## config.mk

```make
export PLATFORM = sky130hd
export DESIGN_NAME = wim_top
export DESIGN_NICKNAME = d
export VERILOG_FILES = /design/src/wim_pkg.sv /design/src/wim_filter.sv /design/src/wim_top.sv
export SDC_FILE = /design/constraint.sdc
export NUM_CORES = 1
export LEC_CHECK = 0
export BUFFER_PORTS_ARGS = -buffer_cell sky130_fd_sc_hd__buf_2
export CAP_MARGIN = 20
export CORE_MARGIN = 1
export CORE_UTILIZATION = 45
export CTS_BUF_LIST = sky130_fd_sc_hd__clkbuf_2 sky130_fd_sc_hd__clkbuf_4 sky130_fd_sc_hd__clkbuf_8
export DETAILED_ROUTE_END_ITERATION = 10
export PLACE_DENSITY = 0.71
export SYNTH_ARGS = -nofsm -noshare
export SYNTH_HDL_FRONTEND = slang
export SYNTH_SLANG_ARGS = --single-unit
```

## constraint.sdc

```tcl
create_clock -name clk_i -period 2.37 [get_ports clk_i]
set_clock_uncertainty 0.05 [all_clocks]
set_input_delay 0 -clock clk_i [delete_from_list [all_inputs] [get_ports clk_i]]
set_output_delay 0 -clock clk_i [all_outputs]
set_load 0.1 [all_outputs]
```

## src/wim_pkg.sv

```systemverilog
// constants and types shared by the wake input monitor
// How it works
// - both edge directions of a pin signal wake
// - interrupt in normal/stop, wake in sleep/failsafe
// - static sense evaluates inputs all the time
// - filter 00 static 16us, 01 static 64us
// - filter 10/11 cyclic on timer one/two, 16us
// - cyclic sense evaluates only inside timer window
// - edge accepted only if stable whole filter time
// - per pin software enable as wake source
// - per pin wake source flags always readable
// - level status shown in normal and stop
// - cyclic sense level status holds window samples
// - failsafe pins use 16us, second status register
// - pull field 00 none, 01 down, 10 up, 11 auto
// - auto pull follows pin level
// - measure mode gates first two pins in normal
package wim_pkg;
   // clock rate and filter times
   localparam int CLK_MHZ = 10;
   localparam int FLT_SHORT_US = 16;
   localparam int FLT_LONG_US = 64;
   localparam int FLT_SHORT_CYC = FLT_SHORT_US * CLK_MHZ;
   localparam int FLT_LONG_CYC = FLT_LONG_US * CLK_MHZ;
   localparam int CNT_W = 10;
   // register byte offsets
   localparam logic [7:0] ADR_PIN_EN = 8'h00;
   localparam logic [7:0] ADR_PULL = 8'h04;
   localparam logic [7:0] ADR_FLT = 8'h08;
   localparam logic [7:0] ADR_MEAS = 8'h0c;
   localparam logic [7:0] ADR_SRC = 8'h10;
   localparam logic [7:0] ADR_ALT = 8'h14;
   localparam logic [7:0] ADR_LVL = 8'h18;
   localparam logic [7:0] ADR_IRQ_STAT = 8'h1c;
   localparam logic [7:0] ADR_IRQ_CLR = 8'h20;
   localparam logic [7:0] ADR_IRQ_EN = 8'h24;
   // field positions: failsafe pins sit at bit 8 in enable and irq layouts
   localparam int ALT_POS = 8;
   localparam int MEAS_POS = 0;
   // reset values
   localparam logic [15:0] PULL_RST = 16'h0000;
   localparam logic [15:0] FLT_RST = 16'h0000;
   localparam logic [9:0] EN_RST = 10'h000;
   // device operating mode, gray along normal-stop-sleep-failsafe
   typedef enum logic [1:0] {
      WIM_NORMAL = 2'b00,
      WIM_STOP = 2'b01,
      WIM_SLEEP = 2'b11,
      WIM_FAILSAFE = 2'b10
   } wim_mode_t;
   typedef enum logic [1:0] {
      WIM_FLT_A = 2'b00,
      WIM_FLT_B = 2'b01,
      WIM_FLT_C = 2'b10,
      WIM_FLT_D = 2'b11
   } wim_flt_t;
   typedef enum logic [1:0] {
      WIM_PULL_NONE = 2'b00,
      WIM_PULL_DOWN = 2'b01,
      WIM_PULL_UP = 2'b10,
      WIM_PULL_AUTO = 2'b11
   } wim_pull_t;
endpackage

```

## src/wim_filter.sv

```systemverilog
// glitch filter with edge detect for one wake input
`timescale 1ns/1ns
module wim_filter #(
   parameter int CNT_W = 10
) (
   input wire logic clk_i,               // system clock
   input wire logic rst_i,               // sync reset, high
   input wire logic in_i,                // comparator output
   input wire logic active_i,            // evaluation window open
   input wire logic [CNT_W-1:0] limit_i, // filter length in cycles
   output logic level_o,                 // filtered level
   output logic edge_o                   // accepted edge, one cycle
);
   typedef struct packed {
      logic init;
      logic last;
      logic stable;
      logic [CNT_W-1:0] cnt;
      logic edge_p;
   } wim_flt_st_t;

   wim_flt_st_t s_r, s_nxt;

   // first cycle after reset adopts the pin level so no false edge
   always_comb begin
      s_nxt = s_r;
      s_nxt.edge_p = 1'b0;
      s_nxt.last = in_i;
      s_nxt.init = 1'b1;
      if (!s_r.init) begin
         s_nxt.stable = in_i;
         s_nxt.cnt = '0;
      end else if (!active_i) begin
         s_nxt.cnt = '0;
      end else if (in_i != s_r.last) begin
         s_nxt.cnt = '0;
      end else if (in_i != s_r.stable) begin
         if (s_r.cnt >= limit_i - 1'b1) begin
            s_nxt.stable = in_i;
            s_nxt.edge_p = 1'b1;
            s_nxt.cnt = '0;
         end else begin
            s_nxt.cnt = s_r.cnt + 1'b1;
         end
      end else begin
         s_nxt.cnt = '0;
      end
   end

   always_ff @(posedge clk_i) begin
      if (rst_i) begin
         s_r <= '0;
      end else begin
         s_r <= s_nxt;
      end
   end

   assign level_o = s_r.stable;
   assign edge_o = s_r.edge_p;

   a_edge_moves_level: assert property (@(posedge clk_i) disable iff (rst_i)
      edge_o |-> level_o != $past(level_o))
      else $error("edge without level change");
   a_crossing_restarts: assert property (@(posedge clk_i) disable iff (rst_i)
      (s_r.init && in_i != s_r.last) |=> !edge_o [*8])
      else $error("edge too soon after crossing");
   a_idle_no_edge: assert property (@(posedge clk_i) disable iff (rst_i)
      !active_i |=> !edge_o)
      else $error("edge outside window");
endmodule

```

## src/wim_top.sv

```systemverilog
// wake input monitor with wishbone register slave
//
// The address map and register access over Wishbone were decided locally.
`timescale 1ns/1ns
module wim_top #(
   parameter int NUM_WAKE = 3
) (
   input wire logic clk_i,                            // 10 MHz clock
   input wire logic rst_i,                            // sync reset, high
   input wire logic wb_cyc_i,                         // bus cycle
   input wire logic wb_stb_i,                         // bus strobe
   input wire logic wb_we_i,                          // write enable
   input wire logic [7:0] wb_adr_i,                   // byte address
   input wire logic [3:0] wb_sel_i,                   // byte lanes
   input wire logic [31:0] wb_dat_i,                  // write data
   output logic [31:0] wb_dat_o,                      // read data
   output logic wb_ack_o,                             // bus ack
   input wire wim_pkg::wim_mode_t sbc_mode_i,         // device mode
   input wire logic [NUM_WAKE-1:0] wake_pin_i,        // pin comparators
   input wire logic [1:0] failsafe_output_pins_i,     // alt wake inputs
   input wire logic timer_one_win_i,                  // timer one on-time
   input wire logic timer_two_win_i,                  // timer two on-time
   output logic irq_o,                                // interrupt level
   output logic wake_o,                               // wake pulse
   output logic [NUM_WAKE-1:0] pull_up_en_o,          // pull-up sources
   output logic [NUM_WAKE-1:0] pull_dn_en_o           // pull-down sources
);
   import wim_pkg::*;

   localparam int NW = NUM_WAKE;
   localparam int NF = NW + 2;
   localparam logic [CNT_W-1:0] LIM_S = CNT_W'(FLT_SHORT_CYC);
   localparam logic [CNT_W-1:0] LIM_L = CNT_W'(FLT_LONG_CYC);

   // irq layout holds pins in the low byte, so at most eight pins
   if (NUM_WAKE < 2 || NUM_WAKE > 8) begin : g_chk_pins
      $error("NUM_WAKE must be 2 to 8");
   end
   if (FLT_LONG_CYC >= (1 << CNT_W)) begin : g_chk_cnt
      $error("filter counter too narrow");
   end
   // failsafe enable bits must sit above the pin bits and inside the word
   if (ALT_POS < NUM_WAKE || ALT_POS > 30) begin : g_chk_alt
      $error("failsafe field overlaps pin field");
   end
   // the filter compares against limit minus one, so the short limit needs two cycles
   if (FLT_SHORT_CYC < 2) begin : g_chk_lim
      $error("filter limit too short");
   end

   typedef struct packed {
      logic ack;
      logic [31:0] rdat;
      logic [NW-1:0] pin_en;
      logic [1:0] fso_en;
      logic [2*NW-1:0] pull;
      logic [2*NW-1:0] flt;
      logic meas;
      logic [NW-1:0] src;
      logic [1:0] alt;
      logic [NW-1:0] lvl;
      logic [NW-1:0] irq_en;
      logic [1:0] alt_irq_en;
      logic irq;
      logic wake;
      logic [NW-1:0] pu;
      logic [NW-1:0] pd;
   } wim_st_t;

   wim_st_t s_r, s_nxt;

   logic [NF-1:0] f_in;
   logic [NF-1:0] f_act;
   logic [NF-1:0] f_lvl;
   logic [NF-1:0] f_edge;
   logic [CNT_W-1:0] f_lim [NF];
   logic [NW-1:0] gate;
   logic [NW-1:0] cyc_win;
   logic [NW-1:0] is_cyc;
   logic active_mode;
   logic low_power;

   // pull decode: returns {up, down} from field and filtered level
   function automatic logic [1:0] pull_dec(input logic [1:0] fld, input logic lvl);
      logic [1:0] r;
      r = 2'b00;
      unique case (wim_pull_t'(fld))
         WIM_PULL_NONE: r = 2'b00;
         WIM_PULL_DOWN: r = 2'b01;
         WIM_PULL_UP: r = 2'b10;
         WIM_PULL_AUTO: r = lvl ? 2'b10 : 2'b01;
      endcase
      return r;
   endfunction

   // evaluation window: shut while gated, else static pins always, cyclic pins only inside their timer window
   function automatic logic win_open(input logic gated, input logic cyc, input logic win);
      return !gated && (!cyc || win);
   endfunction

   // filter selection per pin; measure mode blinds the first two pins in normal mode
   assign active_mode = (sbc_mode_i == WIM_NORMAL) || (sbc_mode_i == WIM_STOP);
   assign low_power = !active_mode;
   always_comb begin
      for (int i = 0; i < NW; i++) begin
         gate[i] = s_r.meas && (sbc_mode_i == WIM_NORMAL) && (i < 2);
         is_cyc[i] = s_r.flt[2*i+1];
         cyc_win[i] = s_r.flt[2*i] ? timer_two_win_i : timer_one_win_i;
         f_in[i] = wake_pin_i[i];
         f_act[i] = win_open(gate[i], is_cyc[i], cyc_win[i]);
         f_lim[i] = (wim_flt_t'(s_r.flt[2*i +: 2]) == WIM_FLT_B) ? LIM_L : LIM_S;
      end
      for (int j = 0; j < 2; j++) begin
         f_in[NW+j] = failsafe_output_pins_i[j];
         f_act[NW+j] = 1'b1;
         f_lim[NW+j] = LIM_S;
      end
   end

   // one filter per wake input and per failsafe pin
   for (genvar k = 0; k < NF; k++) begin : g_flt
      wim_filter #(
         .CNT_W(CNT_W)
      ) u_flt (
         .clk_i(clk_i),
         .rst_i(rst_i),
         .in_i(f_in[k]),
         .active_i(f_act[k]),
         .limit_i(f_lim[k]),
         .level_o(f_lvl[k]),
         .edge_o(f_edge[k])
      );
   end

   // next state: bus, status, level, pulls and outputs
   always_comb begin
      logic [NW-1:0] ev;
      logic [1:0] aev;
      logic [NW-1:0] clr;
      logic [1:0] aclr;
      logic wr;
      logic rd;
      logic [1:0] pd;
      ev = '0;
      aev = '0;
      clr = '0;
      aclr = '0;
      pd = '0;
      s_nxt = s_r;
      // a write lands on the taking edge, the same edge that raises ack to the master
      wr = wb_cyc_i && wb_stb_i && !s_r.ack && wb_we_i && wb_sel_i[0];
      rd = wb_cyc_i && wb_stb_i && !s_r.ack && !wb_we_i;
      // single wait state; ack drops the cycle after it is given
      s_nxt.ack = wb_cyc_i && wb_stb_i && !s_r.ack;
      // a gated pin keeps its old filtered level; leaving measure mode with the pin moved
      // reports that move as a fresh edge one filter time later
      // events: enabled, not gated, filtered edges
      ev = f_edge[NW-1:0] & s_r.pin_en & ~gate;
      aev = f_edge[NW+1:NW] & s_r.fso_en;
      // register writes; only low-byte and second-byte lanes hold fields
      if (wr) begin
         unique case (wb_adr_i)
            ADR_PIN_EN: begin
               s_nxt.pin_en = wb_dat_i[NW-1:0];
               if (wb_sel_i[1]) begin
                  s_nxt.fso_en = wb_dat_i[ALT_POS +: 2];
               end
            end
            ADR_PULL: begin
               s_nxt.pull = wb_dat_i[2*NW-1:0];
            end
            ADR_FLT: begin
               s_nxt.flt = wb_dat_i[2*NW-1:0];
            end
            ADR_MEAS: begin
               s_nxt.meas = wb_dat_i[MEAS_POS];
            end
            ADR_IRQ_CLR: begin
               clr = wb_dat_i[NW-1:0];
               if (wb_sel_i[1]) begin
                  aclr = wb_dat_i[ALT_POS +: 2];
               end
            end
            ADR_IRQ_EN: begin
               s_nxt.irq_en = wb_dat_i[NW-1:0];
               if (wb_sel_i[1]) begin
                  s_nxt.alt_irq_en = wb_dat_i[ALT_POS +: 2];
               end
            end
            default: begin
            end
         endcase
      end
      // sticky flags: a new event beats a clear in the same cycle
      s_nxt.src = (s_r.src & ~clr) | ev;
      s_nxt.alt = (s_r.alt & ~aclr) | aev;
      // level status: live in static sense, window samples in cyclic
      for (int i = 0; i < NW; i++) begin
         if (active_mode && win_open(gate[i], is_cyc[i], cyc_win[i])) begin
            s_nxt.lvl[i] = wake_pin_i[i];
         end
      end
      // pulls are forced off for measure-gated pins
      for (int i = 0; i < NW; i++) begin
         pd = gate[i] ? 2'b00 : pull_dec(s_r.pull[2*i +: 2], f_lvl[i]);
         s_nxt.pu[i] = pd[1];
         s_nxt.pd[i] = pd[0];
      end
      // interrupt only in active modes, wake only in low-power modes
      s_nxt.irq = active_mode && (|(s_nxt.src & s_nxt.irq_en) || |(s_nxt.alt & s_nxt.alt_irq_en));
      s_nxt.wake = low_power && (|ev || |aev);
      // read data; unmapped and write-only addresses read zero
      s_nxt.rdat = '0;
      if (rd) begin
         unique case (wb_adr_i)
            ADR_PIN_EN: begin
               s_nxt.rdat[NW-1:0] = s_r.pin_en;
               s_nxt.rdat[ALT_POS +: 2] = s_r.fso_en;
            end
            ADR_PULL: s_nxt.rdat[2*NW-1:0] = s_r.pull;
            ADR_FLT: s_nxt.rdat[2*NW-1:0] = s_r.flt;
            ADR_MEAS: s_nxt.rdat[MEAS_POS] = s_r.meas;
            ADR_SRC: s_nxt.rdat[NW-1:0] = s_r.src;
            ADR_ALT: s_nxt.rdat[1:0] = s_r.alt;
            ADR_LVL: s_nxt.rdat[NW-1:0] = s_r.lvl;
            ADR_IRQ_STAT: begin
               s_nxt.rdat[NW-1:0] = s_r.src;
               s_nxt.rdat[ALT_POS +: 2] = s_r.alt;
            end
            ADR_IRQ_EN: begin
               s_nxt.rdat[NW-1:0] = s_r.irq_en;
               s_nxt.rdat[ALT_POS +: 2] = s_r.alt_irq_en;
            end
            default: s_nxt.rdat = '0;
         endcase
      end
   end

   // reset: pulls off, static 16us filters, every source disabled
   always_ff @(posedge clk_i) begin
      if (rst_i) begin
         s_r <= '0;
         s_r.pull <= PULL_RST[2*NW-1:0];
         s_r.flt <= FLT_RST[2*NW-1:0];
         s_r.pin_en <= EN_RST[NW-1:0];
      end else begin
         s_r <= s_nxt;
      end
   end

   // every output is a flop of the state record, no logic after it
   assign wb_ack_o = s_r.ack;
   assign wb_dat_o = s_r.rdat;
   assign irq_o = s_r.irq;
   assign wake_o = s_r.wake;
   assign pull_up_en_o = s_r.pu;
   assign pull_dn_en_o = s_r.pd;

   a_ack_single: assert property (@(posedge clk_i) disable iff (rst_i)
      wb_ack_o |=> !wb_ack_o)
      else $error("ack held two cycles");
   a_wake_low_power: assert property (@(posedge clk_i) disable iff (rst_i)
      wake_o |-> $past(low_power) && $past(|f_edge))
      else $error("wake pulse in active mode");
   a_irq_active_only: assert property (@(posedge clk_i) disable iff (rst_i)
      irq_o |-> $past(active_mode) && (|s_r.src || |s_r.alt))
      else $error("interrupt without cause or mode");
   a_edge_sets_src: assert property (@(posedge clk_i) disable iff (rst_i)
      (f_edge[0] && s_r.pin_en[0] && !gate[0]) |=> s_r.src[0])
      else $error("event lost, set must beat clear");
   a_meas_gates_lvl: assert property (@(posedge clk_i) disable iff (rst_i)
      gate[0] |=> s_r.lvl[0] == $past(s_r.lvl[0]) && !s_r.pu[0] && !s_r.pd[0])
      else $error("gated pin updated");
   a_pull_auto: assert property (@(posedge clk_i) disable iff (rst_i)
      (s_r.pull[1:0] == 2'b11 && !gate[0]) |=> s_r.pu[0] == $past(f_lvl[0]) && s_r.pd[0] != s_r.pu[0])
      else $error("auto pull not following level");

   // bus: ack only answers a request, read data is zero between answers
   a_ack_needs_req: assert property (@(posedge clk_i) disable iff (rst_i)
      wb_ack_o |-> $past(wb_cyc_i && wb_stb_i))
      else $error("ack without request");
   a_dat_idle_zero: assert property (@(posedge clk_i) disable iff (rst_i)
      !wb_ack_o |-> wb_dat_o == 32'h0)
      else $error("read data outside ack");

   // mode split of interrupt and wake
   a_wake_active_none: assert property (@(posedge clk_i) disable iff (rst_i)
      active_mode |=> !wake_o)
      else $error("wake pulse from active mode");
   a_irq_low_power: assert property (@(posedge clk_i) disable iff (rst_i)
      low_power |=> !irq_o)
      else $error("interrupt in low-power mode");
   a_irq_level: assert property (@(posedge clk_i) disable iff (rst_i)
      irq_o == ($past(active_mode) && (|(s_r.src & s_r.irq_en) || |(s_r.alt & s_r.alt_irq_en))))
      else $error("interrupt not following enabled flags");

   // sticky flags move only on events and clear writes
   a_src_sticky: assert property (@(posedge clk_i) disable iff (rst_i)
      $fell(s_r.src[0]) |-> $past(wb_we_i && wb_adr_i == ADR_IRQ_CLR && wb_dat_i[0]))
      else $error("wake source flag lost");
   a_clr_clears_src: assert property (@(posedge clk_i) disable iff (rst_i)
      (wb_cyc_i && wb_stb_i && !wb_ack_o && wb_we_i && wb_sel_i[0] && wb_adr_i == ADR_IRQ_CLR && wb_dat_i[0]
         && !f_edge[0]) |=> !s_r.src[0])
      else $error("clear write ignored");
   a_src_needs_edge: assert property (@(posedge clk_i) disable iff (rst_i)
      $rose(s_r.src[0]) |-> $past(f_edge[0] && s_r.pin_en[0]))
      else $error("wake source flag without enabled edge");
   a_gate_no_src: assert property (@(posedge clk_i) disable iff (rst_i)
      gate[1] |=> !$rose(s_r.src[1]))
      else $error("gated pin raised a flag");
   a_alt_sets: assert property (@(posedge clk_i) disable iff (rst_i)
      (f_edge[NW] && s_r.fso_en[0]) |=> s_r.alt[0])
      else $error("failsafe pin event lost");
   a_alt_sticky: assert property (@(posedge clk_i) disable iff (rst_i)
      $fell(s_r.alt[0]) |-> $past(wb_we_i && wb_adr_i == ADR_IRQ_CLR && wb_sel_i[1] && wb_dat_i[ALT_POS]))
      else $error("failsafe flag lost");

   // level status: live in static sense, window samples in cyclic, frozen in low power
   a_lvl_static_live: assert property (@(posedge clk_i) disable iff (rst_i)
      (active_mode && !gate[0] && !is_cyc[0]) |=> s_r.lvl[0] == $past(wake_pin_i[0]))
      else $error("level status not live");
   a_lvl_cyc_open: assert property (@(posedge clk_i) disable iff (rst_i)
      (active_mode && !gate[NW-1] && is_cyc[NW-1] && cyc_win[NW-1]) |=> s_r.lvl[NW-1] == $past(wake_pin_i[NW-1]))
      else $error("window sample missed");
   a_lvl_cyc_hold: assert property (@(posedge clk_i) disable iff (rst_i)
      (is_cyc[NW-1] && !cyc_win[NW-1]) |=> s_r.lvl[NW-1] == $past(s_r.lvl[NW-1]))
      else $error("level changed outside window");
   a_lvl_low_power: assert property (@(posedge clk_i) disable iff (rst_i)
      low_power |=> s_r.lvl == $past(s_r.lvl))
      else $error("level status moved in low power");

   // pull sources: fixed settings, never both at once, off while measuring
   a_pull_none: assert property (@(posedge clk_i) disable iff (rst_i)
      (s_r.pull[1:0] == 2'b00) |=> !pull_up_en_o[0] && !pull_dn_en_o[0])
      else $error("pull source with field none");
   a_pull_up_fixed: assert property (@(posedge clk_i) disable iff (rst_i)
      (s_r.pull[1:0] == 2'b10 && !gate[0]) |=> pull_up_en_o[0] && !pull_dn_en_o[0])
      else $error("pull-up setting not applied");
   a_pull_dn_fixed: assert property (@(posedge clk_i) disable iff (rst_i)
      (s_r.pull[3:2] == 2'b01 && !gate[1]) |=> !pull_up_en_o[1] && pull_dn_en_o[1])
      else $error("pull-down setting not applied");
   a_pull_not_both: assert property (@(posedge clk_i) disable iff (rst_i)
      (pull_up_en_o & pull_dn_en_o) == '0)
      else $error("pull-up and pull-down both on");
   a_gate_no_pull: assert property (@(posedge clk_i) disable iff (rst_i)
      gate[1] |=> !pull_up_en_o[1] && !pull_dn_en_o[1])
      else $error("gated pin kept a pull source");
endmodule

```

# Word-level counts from Yosys, hierarchy flattened
# Index checks and enable logic that the tools add are counted.
[totals] ff_bits=142 in_bits=58 out_inout_bits=41
[classes] addsub=8 n_lt_le_gt_ge=5 eq_ne=50 n_mux=94 bitwise=26 n_reduce_logical=58
[ops] operator="$mux W10" count=21
[ops] operator="$mux W14" count=5
[ops] operator="$mux W11" count=5
[ops] operator="$add A10 B1 Y10 const B" count=5
[ops] operator="$mux W1" count=44
[ops] operator="$eq A8 B5 Y1 const B" count=4
[ops] operator="$ge A10 B10 Y1" count=3
[ops] operator="$ne A2 B2 Y1 const B" count=15
[ops] operator="$sub A10 B1 Y10 const B" count=3
[ops] operator="$reduce_or A5 Y1" count=5
[ops] operator="$pmux W2 S4" count=3
[ops] operator="$ge A10 B8 Y1 const B" count=2
[ops] operator="$reduce_or A6 Y1" count=3
[ops] operator="$eq A8 B4 Y1 const B" count=2
[ops] operator="$eq A8 B6 Y1 const B" count=2
[ops] operator="$eq A2 B1 Y1 const B" count=7
[ops] operator="$mux W2" count=7
[ops] operator="$not A1 Y1" count=14
[ops] operator="$logic_and A1 B1 Y1" count=13
[ops] operator="$and A3 B3 Y3" count=4
[ops] operator="$eq A2 B2 Y1 const B" count=6
[ops] operator="$reduce_and A4 Y1" count=3
[ops] operator="$mux W5" count=2
[ops] operator="$ne A1 B1 Y1" count=10
[ops] operator="23 further kinds" count=53

# Logic depth before layout (Yosys ltp)
[depth] ltp_word=12 depth_mapped=9 mapped_depth_nobuf=8

# Cells and area by module
# From an unflattened synthesis, not the netlist that was laid out.
[unflattened] hier_cells=826 hier_area_um2=7303.3
[modules_own_cells] mod="wim_filter" n_inst=5 cells_each=108 area_each_um2=957.2 seq_area_each_um2=280.3
[modules_own_cells] mod="wim_top" n_inst=1 cells_each=286 area_each_um2=2517.4 seq_area_each_um2=960.9

# Worst setup path before layout
# OpenSTA, ideal clock, no wires.
[synth_path] kind="flip-flop to flip-flop" startpoint="register s_r, in the netlist wb_ack_o" endpoint="register s_r, in the netlist irq_o" arrival_ps=2155 required_time_ps=2187 setup_slack_ps=32 stages_incl_launch_ff=6 synth_period_minus_slack_ps=2338 cell_sequence="dfxtp_1 nand3b_1 nor4_4 mux2i_1 o21bai_1 a41oi_2"
[synth_via] elab_chain_cells=12 word_cells_on_any_way=19 classes_between="mux (3); bitwise (8); reduce/logical (8)"
[synth_rtl] element="from (decl)" line_no="wim_top.sv:70" rtl="wim_st_t s_r, s_nxt;"
[synth_rtl] element="from (signal assigned)" line_no="wim_top.sv:247" rtl="s_r <= s_nxt;"
[synth_rtl] element="$logic_not A1 Y1 (*)" line_no="wim_top.sv:151" rtl="wr = wb_cyc_i && wb_stb_i && !s_r.ack && wb_we_i && wb_sel_i[0];"
[synth_rtl] element="$logic_and A1 B1 Y1 (*) (3 in a row)" line_no="wim_top.sv:151"
[synth_rtl] element="$mux W3 or $mux W2 (tied branches)" line_no="wim_top.sv:161" rtl="if (wr) begin"
[synth_rtl] element="$not A3 Y3 or $not A2 Y2 (tied branches)" line_no="wim_top.sv:195, wim_top.sv:196"
[synth_rtl] element="$and A3 B3 Y3 or $and A2 B2 Y2 (tied branches)" line_no="wim_top.sv:195, wim_top.sv:196"
[synth_rtl] element="$or A3 B3 Y3 or $or A2 B2 Y2 (tied branches)" line_no="wim_top.sv:195, wim_top.sv:196"
[synth_rtl] element="$and A3 B3 Y3 or $and A2 B2 Y2 (tied branches)" line_no="wim_top.sv:210" rtl="s_nxt.irq = active_mode && (|(s_nxt.src & s_nxt.irq_en) || |(s_nxt.alt & s_nxt.alt_irq_en));"
[synth_rtl] element="$reduce_or A3 Y1 or $reduce_or A2 Y1 (tied branches)" line_no="wim_top.sv:210"
[synth_rtl] element="$logic_or A1 B1 Y1 (*)" line_no="wim_top.sv:210"
[synth_rtl] element="$logic_and A1 B1 Y1 (*)" line_no="wim_top.sv:210"
# Mark *: on every way between the ends. The rest lies on a longest branch, timed or not.
# A chain may end at the register's enable or synchronous reset.

# Worst setup path after layout
[layout_path] startpoint="register s_r[26] (netlist bit)" endpoint="register s_r[15] (netlist bit)"
[layout_via] elab_chain_cells=3
[layout_rtl] element="$mux W1" line_no="wim_top.sv:108" rtl="cyc_win[i] = s_r.flt[2*i] ? timer_two_win_i : timer_one_win_i;"
[layout_rtl] element="$logic_or A1 B1 Y1" line_no="wim_top.sv:98" rtl="return !gated && (!cyc || win);"
[layout_rtl] element="$logic_and A1 B1 Y1" line_no="wim_top.sv:199" rtl="if (active_mode && win_open(gate[i], is_cyc[i], cyc_win[i])) begin"
# Every way passes these cells.

==> impl_results.md <==
* VDD IR max at 424 uV
* TritonCTS buffer count at 17
* Post-Synthesis Cells at 598
* Fillcell total at 1010
* Net Sw Power at 0.00106 W
* Hold Vio Cnt, Final at 0
* Worst path cell trace: mux2i_1, and2_1, nor2_1, nand2_1, dlygate4sd3_1, a21oi_1, dlygate4sd3_1
* WL final at 11300 um
* Mean post-synth cell area at 8.90 sq um
* Mapped cell area at 5330 sq um
* Flops & latches, synth at 114
* CP Data Arrival Time at 2560 ps
* Vias in the first global route at 4177
* Clock latency on the worst-skew pair at 430 ps
* Die X at 111 um
* Most frequent cells in the layout: dfxtp_1 (113), nor2_1 (104), buf_2 (48), nand2_1 (42), nand3_1 (32)
* Clock slew at reported path FFs at 70 ps
* Internal at 0.00306 W
* Cell row count at 39
* Max-cap viol count at 0
* Worst r2r src: s_r[26]
* FF+latch area at 2280 sq um
* Placer Congestion at 0.907
* First-pass GRT wire length at 19200 um
* Tcrit/Tclk final at 96.8%
* Reg2Reg Capture Point: s_r[15]
* F_max at 0.436 GHz
* CTS tree: done
* TritonRoute pass-1 iters at 5
* Critical path class: flop to flop
* Slew Viols, Final at 0
* ANT nets after route at 0
* Top FF cell, synth: dfxtp_1
* Power Total at 0.00412 W
* Unrepaired setup endpoints after global routing: true
* FFs w/ async S/R, synth at 0%
* DP Cell Count at 773
* Initial antenna violation count at 0
* Area of the multi-input gates at 2740 sq um
* Yosys cell types at 59
* Port bufs at 48
* Seq/Total Area, Yosys at 42.9%
* Power Density at 655 nW/um^2
* Setup slack, reg-to-reg at 80 ps
* CTS H-tree depth at 4
* CP max FO at 4
* Leakage at 2.47 nW
* DRC at 0
* Drt wl/cell at 13.5 um
* Layout area overhead at 18.0%
* Hpwl dp at 8230 um
* Crit path largest cell delay at 570 ps
* CORE AREA at 11500 sq um
* Sequential share of power at 47.6%
* Most common cell after layout, fill and taps aside: dfxtp_1
* Die Y at 111 um
* DIE AREA at 12300 sq um
* Largest net degree at the start of global routing at 42
* Setup-failing EPs final at 0
* Hold path cells at 5
* Least-Margin Pin Slew at 589 ps
* Combinational power share at 8.9%
* Clk root buf: clkbuf_8
* WHS at 26.3 ps
* Layout cell share with drive strength beyond 1 at 15.9%
* Top-level port count at 99
* Clock tree buffer depth at 2
* Grt ovf at 0
* Vias per cell at 5.18
* Final nets at 757
* Post-route minimum period at 2290 ps
* R2R cell count at 7
* Worst Hold Class: input port to flop
* Crit path max-delay cell type: dlygate4sd3_1
* Routed vias at 4338
* Synth Warn # at 0
* Layout Cells excl Fill at 837
* Family with the most delay on the worst path: buffers and inverters
* Slew Limit Headroom at 60.4%
* Worst setup EP type: flop
* Post-synth EDFFs at 0
* Sw Ratio at 25.8%
* Clk pwr share at 43.6%
* Critical path launch point type: flop
* Worst setup path startpoint: s_r[26]
* CTS sink cnt at 114
* Critical path buffers and inverters at 2
* Starting Density at 46.4%
* Min-delay src: wb_adr_i[5]
* Most used cell along the critical path: dlygate4sd3_1
* DRT iter0 DRCs at 225
* Overall Global Routing Usage at 19.3%
* Critical Path RT at 2630 ps
* Hold path endpoint: wb_dat_o[0]
* Status: finished, final reports clean
* Antenna diode count at 0
power by group through the flow:
stage	Sequential (W)	Clock [W]	Combinational, W
finish	0.00196	0.00179	0.000365
global route	0.00196	0.00192	0.000385
CTS	0.00196	0.00183	0.000361
detailed placement	0.00200	0	0.000327
global placement	0.00200	0	0.000322
floorplan	0.00200	0	0.000286
metrics by stage:
stage	util, %	setup slack, ps	instance area (sq um)	setup TNS, ps
floorplan	-	31.6	5430	0
global placement	48.5	241	5570	0
detailed placement	48.5	137	5570	0
CTS	54.4	54.7	6240	0
global route	54.8	-56.5	6290	-56.5
finish	54.8	76.6	6290	0
worst register-to-register path: cells and delay by family, from the launching register on:
kind	cells	cell delay, ps
buffers and inverters	2	1110
muxes	1	280
DFF	1	380
and+or+nand+nor	3	310
AOI/OAI and AO/OA	1	60
area by class of cell:
cell class | count | area share [%]
clock buffers | 22 | 4.62
clock inverters | 9 | 1.69
inverters | 15 | 0.896
multi-input cells | 443 | 43.6
flip-flops and latches | 114 | 36.3
well taps | 143 | 2.85
repair buffers | 91 | 10.1
how the worst max path moves through the flow:
stage,to,depth (start not counted)
after CTS,s_r[35],6
after detailed placement,g_flt[1].u_flt.s_r[8],8
after global routing,s_r[15],7
after global placement,irq_o,6
after floorplan,irq_o,5
final,s_r[15],7
cells in the mapped netlist (all sizes together) (2+ instances only):
master	n	area, sq um
and4	5	43.8
and2	7	43.8
xnor2	14	123
or4	2	15.0
a22oi	7	52.6
a32oi	2	17.5
mux2	2	22.5
nand4b	3	26.3
nor4	7	95.1
a221oi	3	26.3
nand2b	11	68.8
a31o	2	17.5
ha	17	213
o21a	2	15.0
nor2b	8	50.1
nand3	32	160
a21o	2	15.0
nor3b	2	15.0
a31oi	9	56.3
or2	3	18.8
and3	14	87.6
o211ai	2	15.0
a211oi	2	15.0
inv	15	56.3
clkbuf	7	26.3
or4b	2	23.8
nand2	42	158
o22ai	4	25.0
xor2	22	193
dfxtp	114	2280
a211o	3	26.3
nor4b	2	17.5
mux2i	25	250
nor3	2	10.0
o21ai	10	50.1
nand4	8	50.1
buf	46	329
a21boi	3	22.5
nor2	104	390
a21oi	19	95.1
layer usage:
| metal | track usage, % | wire length, um | up-vias |
|---|---|---|---|
| met5 | 0 | 0 | - |
| met4 | 8.18 | 261 | 0 |
| met3 | 5.14 | 596 | 29 |
| met2 | 32.5 | 5460 | 120 |
| met1 | 23.0 | 4970 | 2012 |
| li1 | - | - | 2177 |
logic make-up after synthesis:
| family | share of synthesized area, % |
|---|---|
| buffers and inverters | 7.73 |
| XOR/XNOR | 5.92 |
| AO/OA/AOI/OAI | 9.75 |
| AND/OR/NAND/NOR | 24.6 |
| multiplexers | 5.12 |
| other | 0.0704 |
| flip-flops | 42.9 |
| adder cells (fa/ha/maj) | 3.99 |
state kept, by name, indices dropped and copies added, names as in the netlist:
name,count
wb_dat_o,8
g_flt.u_flt.level_o,5
is_cyc,3
g_flt.u_flt.edge_o,5
wb_ack_o,1
g_flt.u_flt.s_r,56
s_r,28
wake_o,1
pull_dn_en_o,3
pull_up_en_o,3
irq_o,1
what timing repair did:
action | CTS | global route
endpoints found under the hold margin | 47 | 0
hold buffers | 28 | 0
buffers inserted | 0 | 5
gates resized for setup | 0 | 3
endpoints found under the setup margin | 0 | 18
Power figures use the tool's default switching activity.
